`src/common/scu_consts.vh`:
```
// constants for the sensor command and status unit
`ifndef SCU_CONSTS_VH
`define SCU_CONSTS_VH

`define SCU_CLK_MHZ        40
`define SCU_PIN_MIN_NS     350
`define SCU_PIN_MIN_CYC    ((`SCU_PIN_MIN_NS * `SCU_CLK_MHZ + 999) / 1000)
`define SCU_RST_BUSY_NS    1000
`define SCU_RST_BUSY_CYC   ((`SCU_RST_BUSY_NS * `SCU_CLK_MHZ) / 1000)

`define SCU_CMD_ART        16'h30a2
`define SCU_CMD_HEAT_ON    16'h306d
`define SCU_CMD_HEAT_OFF   16'h3066
`define SCU_CMD_STAT_RD    16'hf32d
`define SCU_CMD_STAT_CLR   16'h3041
`define SCU_GC_ADDR        8'h00
`define SCU_GC_RESET       8'h06

`define SCU_CRC_POLY       8'h31
`define SCU_CRC_INIT       8'hff
`define SCU_CRC_XOROUT     8'h00

`define SCU_ST_ALERT       15
`define SCU_ST_HEATER      13
`define SCU_ST_RH_ALERT    11
`define SCU_ST_T_ALERT     10
`define SCU_ST_RESET       4
`define SCU_ST_CMD_ERR     1
`define SCU_ST_WCRC_ERR    0

`endif

```
`src/hw/scu_command_status.v`:
```
// i2c command interpreter, status word and crc of the sensor
`timescale 1ns/100ps
`include "scu_consts.vh"

// Function
// - periodic readout starts with the fetch command, then a read header
// - read header after fetch with no waiting result is nacked; transfer ends
// - command 0x30a2 starts periodic acquisition with accelerated response
// - accelerated mode is started and read exactly like other periodic modes
// - soft reset, reset pin, power-up or brownout cause a system reset
// - commands are ignored while a reset is in progress
// - soft reset restarts the controller and reloads calibration
// - calibration is reloaded before every measurement
// - reset pin active low; low at least 350 ns gives full reset
// - general call 0x00 then 0x06 resets like the pin, only when not busy
// - heater switched on by 0x306d and off by 0x3066
// - heater off after reset; status bit 13 shows heater state
// - command 0xf32d returns status word plus crc on next read
// - clear-status 0x3041 zeroes status bits 15, 11, 10 and 4
// - bit 15 set while any alert pending; bit 11 humidity, bit 10 temperature
// - bit 4 set after any reset, held until clear-status
// - bit 1 set when last command invalid, cleared on success
// - bit 0 reflects checksum of last write data word
// - crc-8 over two bytes, poly 0x31, init 0xff, no reflection
// - crc follows every 16-bit data word in both directions; the command word has none
// - sending stops as soon as the master does not acknowledge a byte
// - each received byte acknowledged by pulling sda low in ninth clock, unless busy, another address, or a read header with nothing to send
module scu_command_status #(
   parameter [6:0]  DEV_ADDR  = 7'h10,
   parameter [15:0] FETCH_CMD = 16'he000,
   parameter [15:0] SRST_CMD  = 16'h30a3
) (
   input  wire        i_clock,
   input  wire        i_reset_n,
   input  wire        i_scl,
   input  wire        i_sda,
   output reg         o_sda_out,
   output reg         o_sda_oe,
   input  wire        i_active_low_reset_pin_n,
   input  wire        i_brownout,
   input  wire        i_meas_begin,
   input  wire        i_meas_valid,
   input  wire [15:0] i_meas_temp,
   input  wire [15:0] i_meas_hum,
   input  wire        i_alert_rh,
   input  wire        i_alert_t,
   output reg         o_heater_on,
   output reg         o_periodic_on,
   output reg         o_art_on,
   output reg         o_reset_busy,
   output reg         o_calib_load,
   output reg  [15:0] o_condition_word
);
   localparam [2:0] ST_IDLE = 3'd0;
   localparam [2:0] ST_ADDR = 3'd1;
   localparam [2:0] ST_ACK  = 3'd2;
   localparam [2:0] ST_RX   = 3'd3;
   localparam [2:0] ST_TX   = 3'd4;
   localparam [2:0] ST_MACK = 3'd5;
   localparam [1:0] SRC_NONE  = 2'd0;
   localparam [1:0] SRC_FETCH = 2'd1;
   localparam [1:0] SRC_STAT  = 2'd2;
   localparam integer PIN_MIN_I = `SCU_PIN_MIN_CYC;
   localparam integer BUSY_I    = `SCU_RST_BUSY_CYC;
   localparam [3:0] PIN_MIN   = PIN_MIN_I[3:0];
   localparam [7:0] BUSY_CYC  = BUSY_I[7:0];

   // crc-8, msb first, no reflection
   function [7:0] crc8;
      input [15:0] d;
      integer      i;
      reg [7:0]    c;
      begin
         c = `SCU_CRC_INIT;
         for (i = 15; i >= 0; i = i - 1) begin
            if (c[7] ^ d[i])
               c = {c[6:0], 1'b0} ^ `SCU_CRC_POLY;
            else
               c = {c[6:0], 1'b0};
         end
         crc8 = c ^ `SCU_CRC_XOROUT;
      end
   endfunction

   function is_periodic;
      input [15:0] c;
      begin
         case (c)
            16'h2032, 16'h2024, 16'h202f, 16'h2130, 16'h2126, 16'h212d,
            16'h2236, 16'h2220, 16'h222b, 16'h2334, 16'h2322, 16'h2329,
            16'h2737, 16'h2721, 16'h272a: is_periodic = 1'b1;
            default: is_periodic = 1'b0;
         endcase
      end
   endfunction

   // two-flop synchronisers; only the second stage is read by logic
   reg [1:0]  scl_sync;
   reg [1:0]  sda_sync;
   reg [1:0]  pin_sync;
   reg [1:0]  bo_sync;
   reg        scl_d;
   reg        sda_d;
   reg        bo_d;
   reg [2:0]  state;
   reg [3:0]  bit_cnt;
   reg [7:0]  shreg;
   reg [2:0]  byte_idx;
   reg        is_gc;
   reg        is_read;
   reg [7:0]  cmd_msb;
   reg [15:0] rx_word;
   reg [15:0] tx_w0;
   reg [15:0] tx_w1;
   reg [2:0]  tx_len;
   reg [1:0]  rd_src;
   reg        rst_cmd;
   reg [3:0]  pin_cnt;
   reg [7:0]  busy_cnt;
   reg        data_rdy;
   reg [15:0] meas_t;
   reg [15:0] meas_h;
   reg        st_rh;
   reg        st_t;
   reg        st_reset;
   reg        st_cmd;
   reg        st_wcrc;
   reg [7:0]  tx_byte;

   wire scl_s  = scl_sync[1];
   wire sda_s  = sda_sync[1];
   wire scl_r  = scl_s & ~scl_d;
   wire scl_f  = ~scl_s & scl_d;
   wire start  = scl_s & scl_d & sda_d & ~sda_s;
   wire stop   = scl_s & scl_d & ~sda_d & sda_s;
   wire busy   = (busy_cnt != 8'h00);
   wire pin_ev = ~pin_sync[1] & (pin_cnt == PIN_MIN - 4'd1);
   wire bo_ev  = bo_sync[1] & ~bo_d;
   wire rst_ev = rst_cmd | pin_ev | bo_ev;
   wire [15:0] full_cmd = {cmd_msb, shreg};
   wire [15:0] status = {st_rh | st_t, 1'b0, o_heater_on, 1'b0, st_rh, st_t, 5'h00,
                         st_reset, 2'h0, st_cmd, st_wcrc};

   always @* begin
      if (byte_idx >= tx_len)
         tx_byte = 8'hff;
      else begin
         case (byte_idx)
            3'd0: tx_byte = tx_w0[15:8];
            3'd1: tx_byte = tx_w0[7:0];
            3'd2: tx_byte = crc8(tx_w0);
            3'd3: tx_byte = tx_w1[15:8];
            3'd4: tx_byte = tx_w1[7:0];
            3'd5: tx_byte = crc8(tx_w1);
            default: tx_byte = 8'hff;
         endcase
      end
   end

   always @(posedge i_clock or negedge i_reset_n) begin
      if (!i_reset_n) begin
         scl_sync <= 2'h3;
         sda_sync <= 2'h3;
         pin_sync <= 2'h3;
         bo_sync  <= 2'h0;
         scl_d    <= 1'b1;
         sda_d    <= 1'b1;
         bo_d     <= 1'b0;
         state    <= ST_IDLE;
         bit_cnt  <= 4'h0;
         shreg    <= 8'h00;
         byte_idx <= 3'h0;
         is_gc    <= 1'b0;
         is_read  <= 1'b0;
         cmd_msb  <= 8'h00;
         rx_word  <= 16'h0000;
         tx_w0    <= 16'h0000;
         tx_w1    <= 16'h0000;
         tx_len   <= 3'h0;
         rd_src   <= SRC_NONE;
         rst_cmd  <= 1'b0;
         pin_cnt  <= 4'h0;
         busy_cnt <= BUSY_CYC;
         data_rdy <= 1'b0;
         meas_t   <= 16'h0000;
         meas_h   <= 16'h0000;
         st_rh    <= 1'b0;
         st_t     <= 1'b0;
         st_reset <= 1'b1; // power-up counts as a reset
         st_cmd   <= 1'b0;
         st_wcrc  <= 1'b0;
         o_sda_out        <= 1'b0;
         o_sda_oe         <= 1'b0;
         o_heater_on      <= 1'b0;
         o_periodic_on    <= 1'b0;
         o_art_on         <= 1'b0;
         o_reset_busy     <= 1'b1;
         o_calib_load     <= 1'b1;
         o_condition_word <= 16'h0000;
      end else begin
         scl_sync <= {scl_sync[0], i_scl};
         sda_sync <= {sda_sync[0], i_sda};
         pin_sync <= {pin_sync[0], i_active_low_reset_pin_n};
         bo_sync  <= {bo_sync[0], i_brownout};
         scl_d    <= scl_s;
         sda_d    <= sda_s;
         bo_d     <= bo_sync[1];
         rst_cmd  <= 1'b0;
         o_sda_out        <= 1'b0;
         o_calib_load     <= i_meas_begin;
         o_condition_word <= status;
         if (pin_sync[1])
            pin_cnt <= 4'h0;
         else if (pin_cnt != PIN_MIN)
            pin_cnt <= pin_cnt + 4'd1;
         if (busy)
            busy_cnt <= busy_cnt - 8'd1;

         if (start) begin
            state    <= ST_ADDR;
            bit_cnt  <= 4'h0;
            byte_idx <= 3'h0;
            o_sda_oe <= 1'b0;
         end else if (stop) begin
            state    <= ST_IDLE;
            o_sda_oe <= 1'b0;
         end else begin
            case (state)
               ST_ADDR, ST_RX: begin
                  if (scl_r && bit_cnt != 4'd8) begin
                     shreg   <= {shreg[6:0], sda_s};
                     bit_cnt <= bit_cnt + 4'd1;
                  end else if (scl_f && bit_cnt == 4'd8) begin
                     bit_cnt <= 4'h0;
                     state   <= ST_IDLE;
                     if (busy) begin
                        state <= ST_IDLE; // no ack during reset
                     end else if (state == ST_ADDR) begin
                        is_gc   <= (shreg == `SCU_GC_ADDR);
                        is_read <= shreg[0];
                        if (shreg == `SCU_GC_ADDR || shreg == {DEV_ADDR, 1'b0}) begin
                           o_sda_oe <= 1'b1;
                           state    <= ST_ACK;
                        end else if (shreg == {DEV_ADDR, 1'b1}) begin
                           rd_src <= SRC_NONE;
                           if (rd_src == SRC_STAT) begin
                              o_sda_oe <= 1'b1;
                              state    <= ST_ACK;
                              tx_w0    <= status;
                              tx_len   <= 3'd3;
                           end else if (rd_src == SRC_FETCH && data_rdy) begin
                              o_sda_oe <= 1'b1;
                              state    <= ST_ACK;
                              tx_w0    <= meas_t;
                              tx_w1    <= meas_h;
                              tx_len   <= 3'd6;
                              data_rdy <= 1'b0;
                           end
                           // otherwise the header is left unacknowledged
                        end
                     end else begin
                        o_sda_oe <= 1'b1;
                        state    <= ST_ACK;
                        if (byte_idx != 3'd7)
                           byte_idx <= byte_idx + 3'd1;
                        if (is_gc) begin
                           if (byte_idx == 3'd0 && shreg == `SCU_GC_RESET)
                              rst_cmd <= 1'b1;
                        end else begin
                           case (byte_idx)
                              3'd0: cmd_msb <= shreg;
                              3'd1: begin
                                 st_cmd <= 1'b0;
                                 rd_src <= SRC_NONE;
                                 if (full_cmd == FETCH_CMD)
                                    rd_src <= SRC_FETCH;
                                 else if (full_cmd == `SCU_CMD_STAT_RD)
                                    rd_src <= SRC_STAT;
                                 else if (full_cmd == `SCU_CMD_STAT_CLR) begin
                                    st_rh    <= 1'b0;
                                    st_t     <= 1'b0;
                                    st_reset <= 1'b0;
                                 end else if (full_cmd == `SCU_CMD_HEAT_ON)
                                    o_heater_on <= 1'b1;
                                 else if (full_cmd == `SCU_CMD_HEAT_OFF)
                                    o_heater_on <= 1'b0;
                                 else if (full_cmd == `SCU_CMD_ART) begin
                                    o_periodic_on <= 1'b1;
                                    o_art_on      <= 1'b1;
                                    data_rdy      <= 1'b0;
                                 end else if (is_periodic(full_cmd)) begin
                                    o_periodic_on <= 1'b1;
                                    o_art_on      <= 1'b0;
                                    data_rdy      <= 1'b0;
                                 end else if (full_cmd == SRST_CMD)
                                    rst_cmd <= 1'b1;
                                 else
                                    st_cmd <= 1'b1;
                              end
                              3'd2: rx_word[15:8] <= shreg;
                              3'd3: rx_word[7:0] <= shreg;
                              3'd4: st_wcrc <= (crc8(rx_word) != shreg);
                              default: st_wcrc <= st_wcrc;
                           endcase
                        end
                     end
                  end
               end
               ST_ACK: begin
                  if (scl_f) begin
                     if (is_read) begin
                        shreg    <= tx_byte;
                        o_sda_oe <= ~tx_byte[7];
                        bit_cnt  <= 4'd1;
                        state    <= ST_TX;
                     end else begin
                        o_sda_oe <= 1'b0;
                        bit_cnt  <= 4'h0;
                        state    <= ST_RX;
                     end
                  end
               end
               ST_TX: begin
                  if (scl_f) begin
                     if (bit_cnt == 4'd8) begin
                        o_sda_oe <= 1'b0;
                        state    <= ST_MACK;
                     end else begin
                        o_sda_oe <= ~shreg[6];
                        shreg    <= {shreg[6:0], 1'b0};
                        bit_cnt  <= bit_cnt + 4'd1;
                     end
                  end
               end
               ST_MACK: begin
                  if (scl_r) begin
                     if (sda_s)
                        state <= ST_IDLE;
                     else begin
                        state <= ST_ACK;
                        if (byte_idx != 3'd7)
                           byte_idx <= byte_idx + 3'd1;
                     end
                  end
               end
               default: state <= ST_IDLE;
            endcase
         end

         // new results and alerts win over a clear in the same cycle
         if (i_meas_valid && o_periodic_on) begin
            meas_t   <= i_meas_temp;
            meas_h   <= i_meas_hum;
            data_rdy <= 1'b1;
         end
         if (i_alert_rh)
            st_rh <= 1'b1;
         if (i_alert_t)
            st_t <= 1'b1;

         if (rst_ev) begin
            busy_cnt      <= BUSY_CYC;
            o_heater_on   <= 1'b0;
            o_periodic_on <= 1'b0;
            o_art_on      <= 1'b0;
            data_rdy      <= 1'b0;
            rd_src        <= SRC_NONE;
            st_rh         <= 1'b0;
            st_t          <= 1'b0;
            st_cmd        <= 1'b0;
            st_wcrc       <= 1'b0;
            st_reset      <= 1'b1;
            o_calib_load  <= 1'b1;
         end
         o_reset_busy <= busy | rst_ev;
      end
   end
endmodule // scu_command_status

```
`config.mk`:
```
export PLATFORM = sky130hd
export DESIGN_NAME = scu_command_status
export DESIGN_NICKNAME = d
export VERILOG_FILES = /design/src/hw/scu_command_status.v
export VERILOG_INCLUDE_DIRS = /design/src /design/src/common
export SDC_FILE = /design/constraint.sdc
export NUM_CORES = 1
export LEC_CHECK = 0
export BUFFER_PORTS_ARGS = -buffer_cell sky130_fd_sc_hd__buf_2
export CELL_PAD_IN_SITES_DETAIL_PLACEMENT = 0
export CELL_PAD_IN_SITES_GLOBAL_PLACEMENT = 1
export CORE_MARGIN = 5
export CORE_UTILIZATION = 30
export CTS_BUF_LIST = sky130_fd_sc_hd__clkbuf_8
export DETAILED_ROUTE_END_ITERATION = 12
export PLACE_DENSITY_LB_ADDON = 0.1
export RECOVER_POWER = 25
export SLEW_MARGIN = 20
export SYNTH_ARGS = -nofsm -noshare
export SYNTH_HDL_FRONTEND = slang
export SYNTH_SLANG_ARGS = --single-unit
```
`constraint.sdc`:
```
create_clock -name i_clock -period 2.5 [get_ports i_clock]
set_clock_uncertainty 0.1 [all_clocks]
set_input_delay 0.5 -clock i_clock [delete_from_list [all_inputs] [get_ports i_clock]]
set_output_delay 0.5 -clock i_clock [all_outputs]
set_load 0.01 [all_outputs]
```
==> impl_metrics.tcl, run 1 <==
set metrics [dict create \
    slew_headroom_pct 45.0 \
    grt_remaining_overflow 0 \
    path_clk_slew_ns 0.11 \
    dr.pass1.iters 7 \
    post_drt_wl_per_cell_um 17.3 \
    ys_warn_count 0 \
    routabilityCongestion 0.819 \
    crit_start "cmd_msb[0]" \
    rows 62 \
    yosys.area.top_type "dfrtp_1" \
    synth_area_leaders "dfrtp_1 41%, mux2_2 8.5%, xnor2_1 7.3%" \
    p_leak_nw 4.76 \
    min_from "i_meas_begin" \
    drc 0 \
    seq_area_sq_um 3920 \
    crit_arrival_ns 2.66 \
    drive_above_1_share_pct 31.2 \
    pre_cts_slack_ns -0.0474 \
    final_common_cell "dfrtp_1" \
    fp.dieH_um 182 \
    avgSynthCellArea_sq_um 10.5 \
    status "finished, final reports clean" \
    dieArea_sq_um 33000 \
    powerDensity_nw_per_um2 546 \
    ant_nets 0 \
    clk_latency_ns 0.46 \
    routed_via_density 4.85 \
    timing.final.crit_period_ns 2.44 \
    grt_pass1_wl_um 39000 \
    io_buffers 54 \
    drv_slew 0 \
    dp_hpwl_um 17800 \
    synthCells 844 \
    finalPower_w 0.00587 \
    grtUsageTotal_pct 14.5 \
    synth_edf_count 0 \
    cap_violations 0 \
    nNetsFinal 1028 \
    ios 65 \
    ctsRootBufferMaster "clkbuf_8" \
    ys_ff_latch 156 \
    path_max_fanout 6 \
    required_ns 2.72 \
    final_cells 1367 \
    cts.sinks 156 \
    fmax_mhz 410 \
    area_growth_pct 21.8 \
    multi_input_area_sq_um 4820 \
    antenna_found_initial 0 \
    min_path_type "in2reg" \
    grt_max_degree 56 \
    antenna_cells 0 \
    worstSetupPathType "reg2reg" \
    synth_area_sq_um 8830 \
    start_util_pct 30.6 \
    worstMarginPinSlew_ns 0.825 \
    ir_drop_v 0.000340 \
    cts_buffers 17 \
    via_count 6626 \
    die_width_um 182 \
    rsz0062_at_grt "true" \
    core_area_sq_um 28900 \
    worst_slack_ns 0.0637 \
    clk_path_buf_depth 2 \
    yosys.area.top_type_share_pct 40.5 \
    period_share_pct 97.5 \
    drtIter0Drc 471 \
    grt_pass1_vias 7098 \
    postSynth.asyncResetShare_pct 100 \
    setup_viol_count_final 0 \
    yosysSeqAreaShare_pct 44.4 \
    crit_path_start_kind "register" \
    synth_flop_cell "dfrtp_1" \
    dpl.cell_count 1315 \
    endpoint_kind "register" \
    r2r-start "cmd_msb[0]" \
    h-tree-depth 4 \
    wirelength_um 23700 \
    cts_tree "done" \
    num-fill-cells 2926 \
    finalHoldViolCount 0 \
    synth.distinct_cells 75 \
    final_cell_mix "142 x dfrtp_1, 82 x nand2_1, 78 x buf_4" \
]
## cells by family (layout without fill, tap and decap cells)
group,count (synthesis),count (layout),share of synthesized area (%)
muxes,82,82,10.4
other,1,10,0.0424
buffers and inverters,72,202,3.71
AOI/OAI and AO/OA,143,143,10.6
DFF,156,156,44.4
and+or+nand+nor,261,261,15.4
xor gates and xnor gates,113,113,13.1
adders and majority gates,16,16,2.27
## state kept, by name, summed over array words and instances (netlist names), 2 cells and up
| signal | cells |
|---|---|
| bit_cnt | 4 |
| bo_sync | 2 |
| busy_cnt | 8 |
| byte_idx | 3 |
| cmd_msb | 8 |
| meas_h | 16 |
| meas_t | 16 |
| o_condition_word | 7 |
| pin_cnt | 4 |
| pin_sync | 2 |
| rd_src | 2 |
| rx_word | 16 |
| scl_sync | 2 |
| sda_sync | 2 |
| shreg | 8 |
| state | 3 |
| tx_len | 3 |
| tx_w0 | 16 |
| tx_w1 | 16 |
## worst max-delay path: stages (launching register included)
cell	delay, ns
dfrtp_2	0.45
or4_4	0.60
nor4_4	0.36
nand2_1	0.11
nor4b_2	0.27
inv_1	0.11
o311ai_2	0.21
o31ai_1	0.11
## path summary, 6_finish.rpt
check	to	slack, ns	depth (start not counted)
max	o_heater_on	0.06	7
min	o_calib_load	0.12	2
max reg2reg	o_heater_on	0.06	7
min reg2reg	pin_sync[1]	0.26	0
max in group asynchronous	tx_w0[15]	0.37	3
min in group asynchronous	rx_word[0]	0.56	2
## cells in the mapped netlist (all sizes together), types with 7 or more instances
cell    instances
a222oi          8
nand2b         10
xor2           26
o21ai          53
a211oi          9
ha             16
nand3          23
nor3           23
a31oi           7
buf            28
nor2b          12
dfrtp         143
mux2i          12
nand2          83
xnor3           8
mux2           69
clkbuf         20
dfstp          13
inv            24
nor2           50
nand4          11
a21oi          23
o22ai           8
xnor2          77
## final cells by class
class | count | share of cell area (%)
repair buffers | 146 | 9.73
clock inverters | 14 | 1.43
clock buffers | 18 | 2.30
flip-flops and latches | 156 | 36.4
well taps | 384 | 4.46
inverters | 24 | 0.837
multi-input cells | 625 | 44.8
## metal layers
metal | up-vias | part of all wire, % | GRT usage [%]
li1 | 3209 | - | -
met1 | 3284 | 47 | 19.7
met2 | 121 | 49 | 24.6
met3 | 12 | 3.2 | 2.70
met4 | 0 | 0.69 | 2.67
met5 | - | 0 | 0
## report_power, final
part           total (W)  internal, W  switching (W)  leakage [nW]
sequential       0.00277      0.00265       0.000121          2.07
clock            0.00197     0.000859        0.00111         0.209
combinational    0.00114     0.000499       0.000636          2.48
total            0.00587      0.00400        0.00187          4.76
## per-stage QoR
step	util (%)	hold WS, ns	area, sq um	TNS, ns
floorplan	-	0.104	8870	0
global placement	34.7	0.245	10000	-0.00768
detailed placement	34.7	0.246	10000	-0.140
CTS	36.3	0.0140	10500	0
global route	37.3	0.0881	10800	-0.0862
finish	37.3	0.118	10800	0
## what timing repair did
| item | in CTS | in global routing |
|---|---|---|
| cloned | 0 | 1 |
| pin swaps | 0 | 19 |
| endpoints found under the hold margin | 14 | 1 |
| buffers inserted | 2 | 12 |
| gates resized for setup | 3 | 40 |
| hold buffers | 4 | 1 |
| setup endpoints to repair | 7 | 33 |
(Power assumes the default switching activity.)
==> inputs of run 2 (changes only) <==
--- a/config.mk
+++ b/config.mk
@@ -9,3 +9,3 @@
 export BUFFER_PORTS_ARGS = -buffer_cell sky130_fd_sc_hd__buf_2
-export CELL_PAD_IN_SITES_DETAIL_PLACEMENT = 0
+export CELL_PAD_IN_SITES_DETAIL_PLACEMENT = 1
 export CELL_PAD_IN_SITES_GLOBAL_PLACEMENT = 1
@@ -15,3 +15,3 @@
 export DETAILED_ROUTE_END_ITERATION = 12
-export PLACE_DENSITY_LB_ADDON = 0.1
+export PLACE_DENSITY_LB_ADDON = 0.05
 export RECOVER_POWER = 25
==> constraint.sdc (replaced) <==
create_clock -name i_clock -period 2.5 [get_ports i_clock]
set_clock_uncertainty 0.1 [all_clocks]
set_input_delay 0.25 -clock i_clock [delete_from_list [all_inputs] [get_ports i_clock]]
set_output_delay 0.25 -clock i_clock [all_outputs]
set_load 0.01 [all_outputs]
==> impl_metrics.tcl, run 2 (synthesized netlist as in run 1, its figures left out) <==
set metrics [dict create \
    cp_slowest_stage_delay_ns 0.52 \
    crit_path_start_kind "register" \
    path_max_fanout 5 \
    ios 65 \
    grt_pass1_vias 7566 \
    worstSetupPathType "reg2reg" \
    dpl.cell_count 1319 \
    final_common_cell "dfrtp_1" \
    grt_remaining_overflow 0 \
    antenna_found_initial 0 \
    start_util_pct 30.6 \
    powerDensity_nw_per_um2 550 \
    wirelength_um 25800 \
    rows 62 \
    timing.final.crit_period_ns 2.48 \
    fp.dieH_um 182 \
    post_drt_wl_per_cell_um 18.5 \
    io_buffers 54 \
    drc 0 \
    area_growth_pct 24.3 \
    ctsRootBufferMaster "clkbuf_8" \
    grt_pass1_wl_um 42300 \
    status "finished, final reports clean" \
    final_cell_mix "141 x dfrtp_1, 82 x nand2_1, 73 x buf_4" \
    ir_drop_v 0.000255 \
    endpoint_kind "register" \
    path_clk_slew_ns 0.09 \
    dpl_cell_area_sq_um 10000 \
    cts.sinks 156 \
    cts_tree "done" \
    cap_violations 0 \
    cts_buffers 17 \
    ant_nets 0 \
    path_cells "xnor3_1 > xor2_1 > o21ai_0 > mux4_2 > nor3_2 > a211oi_1" \
    antenna_cells 0 \
    dr.pass1.iters 5 \
    clk_path_buf_depth 2 \
    via_count 6820 \
    drtIter0Drc 325 \
    clk_latency_ns 0.45 \
    routabilityCongestion 0.858 \
    fmax_mhz 403 \
    nNetsFinal 1055 \
    finalHoldViolCount 0 \
    period_share_pct 99.2 \
    design_area_sq_um 11000 \
    final_cells 1394 \
    drive_above_1_share_pct 28.8 \
    die_width_um 182 \
    setup_viol_count_final 0 \
    grt_max_degree 54 \
    h-tree-depth 4 \
    required_ns 2.72 \
    routed_via_density 4.89 \
    slew_headroom_pct 19.7 \
    cp_slowest_cell "mux4_2" \
    crit_arrival_ns 2.70 \
    worstMarginPinSlew_ns 1.20 \
    p_leak_nw 4.86 \
    min_path_type "in2reg" \
    dp_hpwl_um 19600 \
    grtUsageTotal_pct 15.9 \
    rsz0062_at_grt "true" \
    drv_slew 0 \
    dieArea_sq_um 33000 \
    core_area_sq_um 28900 \
    fin_tns_setup_ns 0 \
]
[run 2: cell types whose count changed in the layout (fill, tap and decap cells not counted), moves of 3 or more]
cell           change
dlygate4sd3_1     +35
clkinv_4           -3
ha_1               +3
buf_4              -5
[run 2: path summary, 6_finish.rpt]
| kind | end | cells after the start | from | slack (ns) |
|---|---|---|---|---|
| hold reg to reg | bo_sync[1] | 0 | bo_sync[0] | 0.25 |
| hold / removal | data_rdy | 3 | i_meas_valid | 0.04 |
| min in group asynchronous | rx_word[9] | 2 | i_reset_n | 0.47 |
| setup / recovery | st_wcrc | 6 | rx_word[14] | 0.02 |
| setup reg to reg | st_wcrc | 6 | rx_word[14] | 0.02 |
| max in group asynchronous | tx_w0[9] | 3 | i_reset_n | 0.39 |
[run 2: critical path, delay by kind of cell, from the launching register on]
kind / cells / cell delay, ns
simple gates: 1 / 0.20
mux: 1 / 0.52
flops: 1 / 0.51
xor+xnor: 2 / 0.77
compound gates: 2 / 0.26
[run 2: area by class of cell]
cell class | instances | area, sq um
clock buffer | 17 | 234
tap | 384 | 480
sequential | 156 | 3920
inverter | 24 | 90.1
fill | 3255 | 17900
multi-input combinational | 625 | 4770
clock inverter | 15 | 175
timing repair buffer | 173 | 1310
[run 2: routing by layer]
layer,GRT usage [%],wire length [um],vias up
li1,-,-,3270
met1,21.2,12000,3427
met2,27.2,12800,98
met3,2.62,720,25
met4,3.75,348,0
met5,0,0,-
[run 2: repair_timing]
action | 4_1_cts | 5_1_grt
setup buffers | 1 | 2
gates resized for setup | 1 | 29
hold buffers | 40 | 0
setup endpoints to repair | 1 | 18
endpoints found under the hold margin | 80 | 0
pin swaps | 1 | 4
[run 2: metrics by stage]
stage	total power [W]	hold WS (ns)	util [%]	setup WS, ns
after CTS	0.00612	0.00988	37.6	0.0181
after floorplan	0.00342	-0.146	-	0.0726
after global routing	0.00638	0.0235	38.1	-0.0705
after detailed placement	0.00395	0.118	34.7	-0.0348
after global placement	0.00390	0.118	34.7	0.0443
final	0.00604	0.0424	38.1	0.0188
[run 2: power breakdown]
part	internal, W	switching, W
Combinational	0.000520	0.000661
Sequential	0.00265	0.000149
Clock	0.000932	0.00113
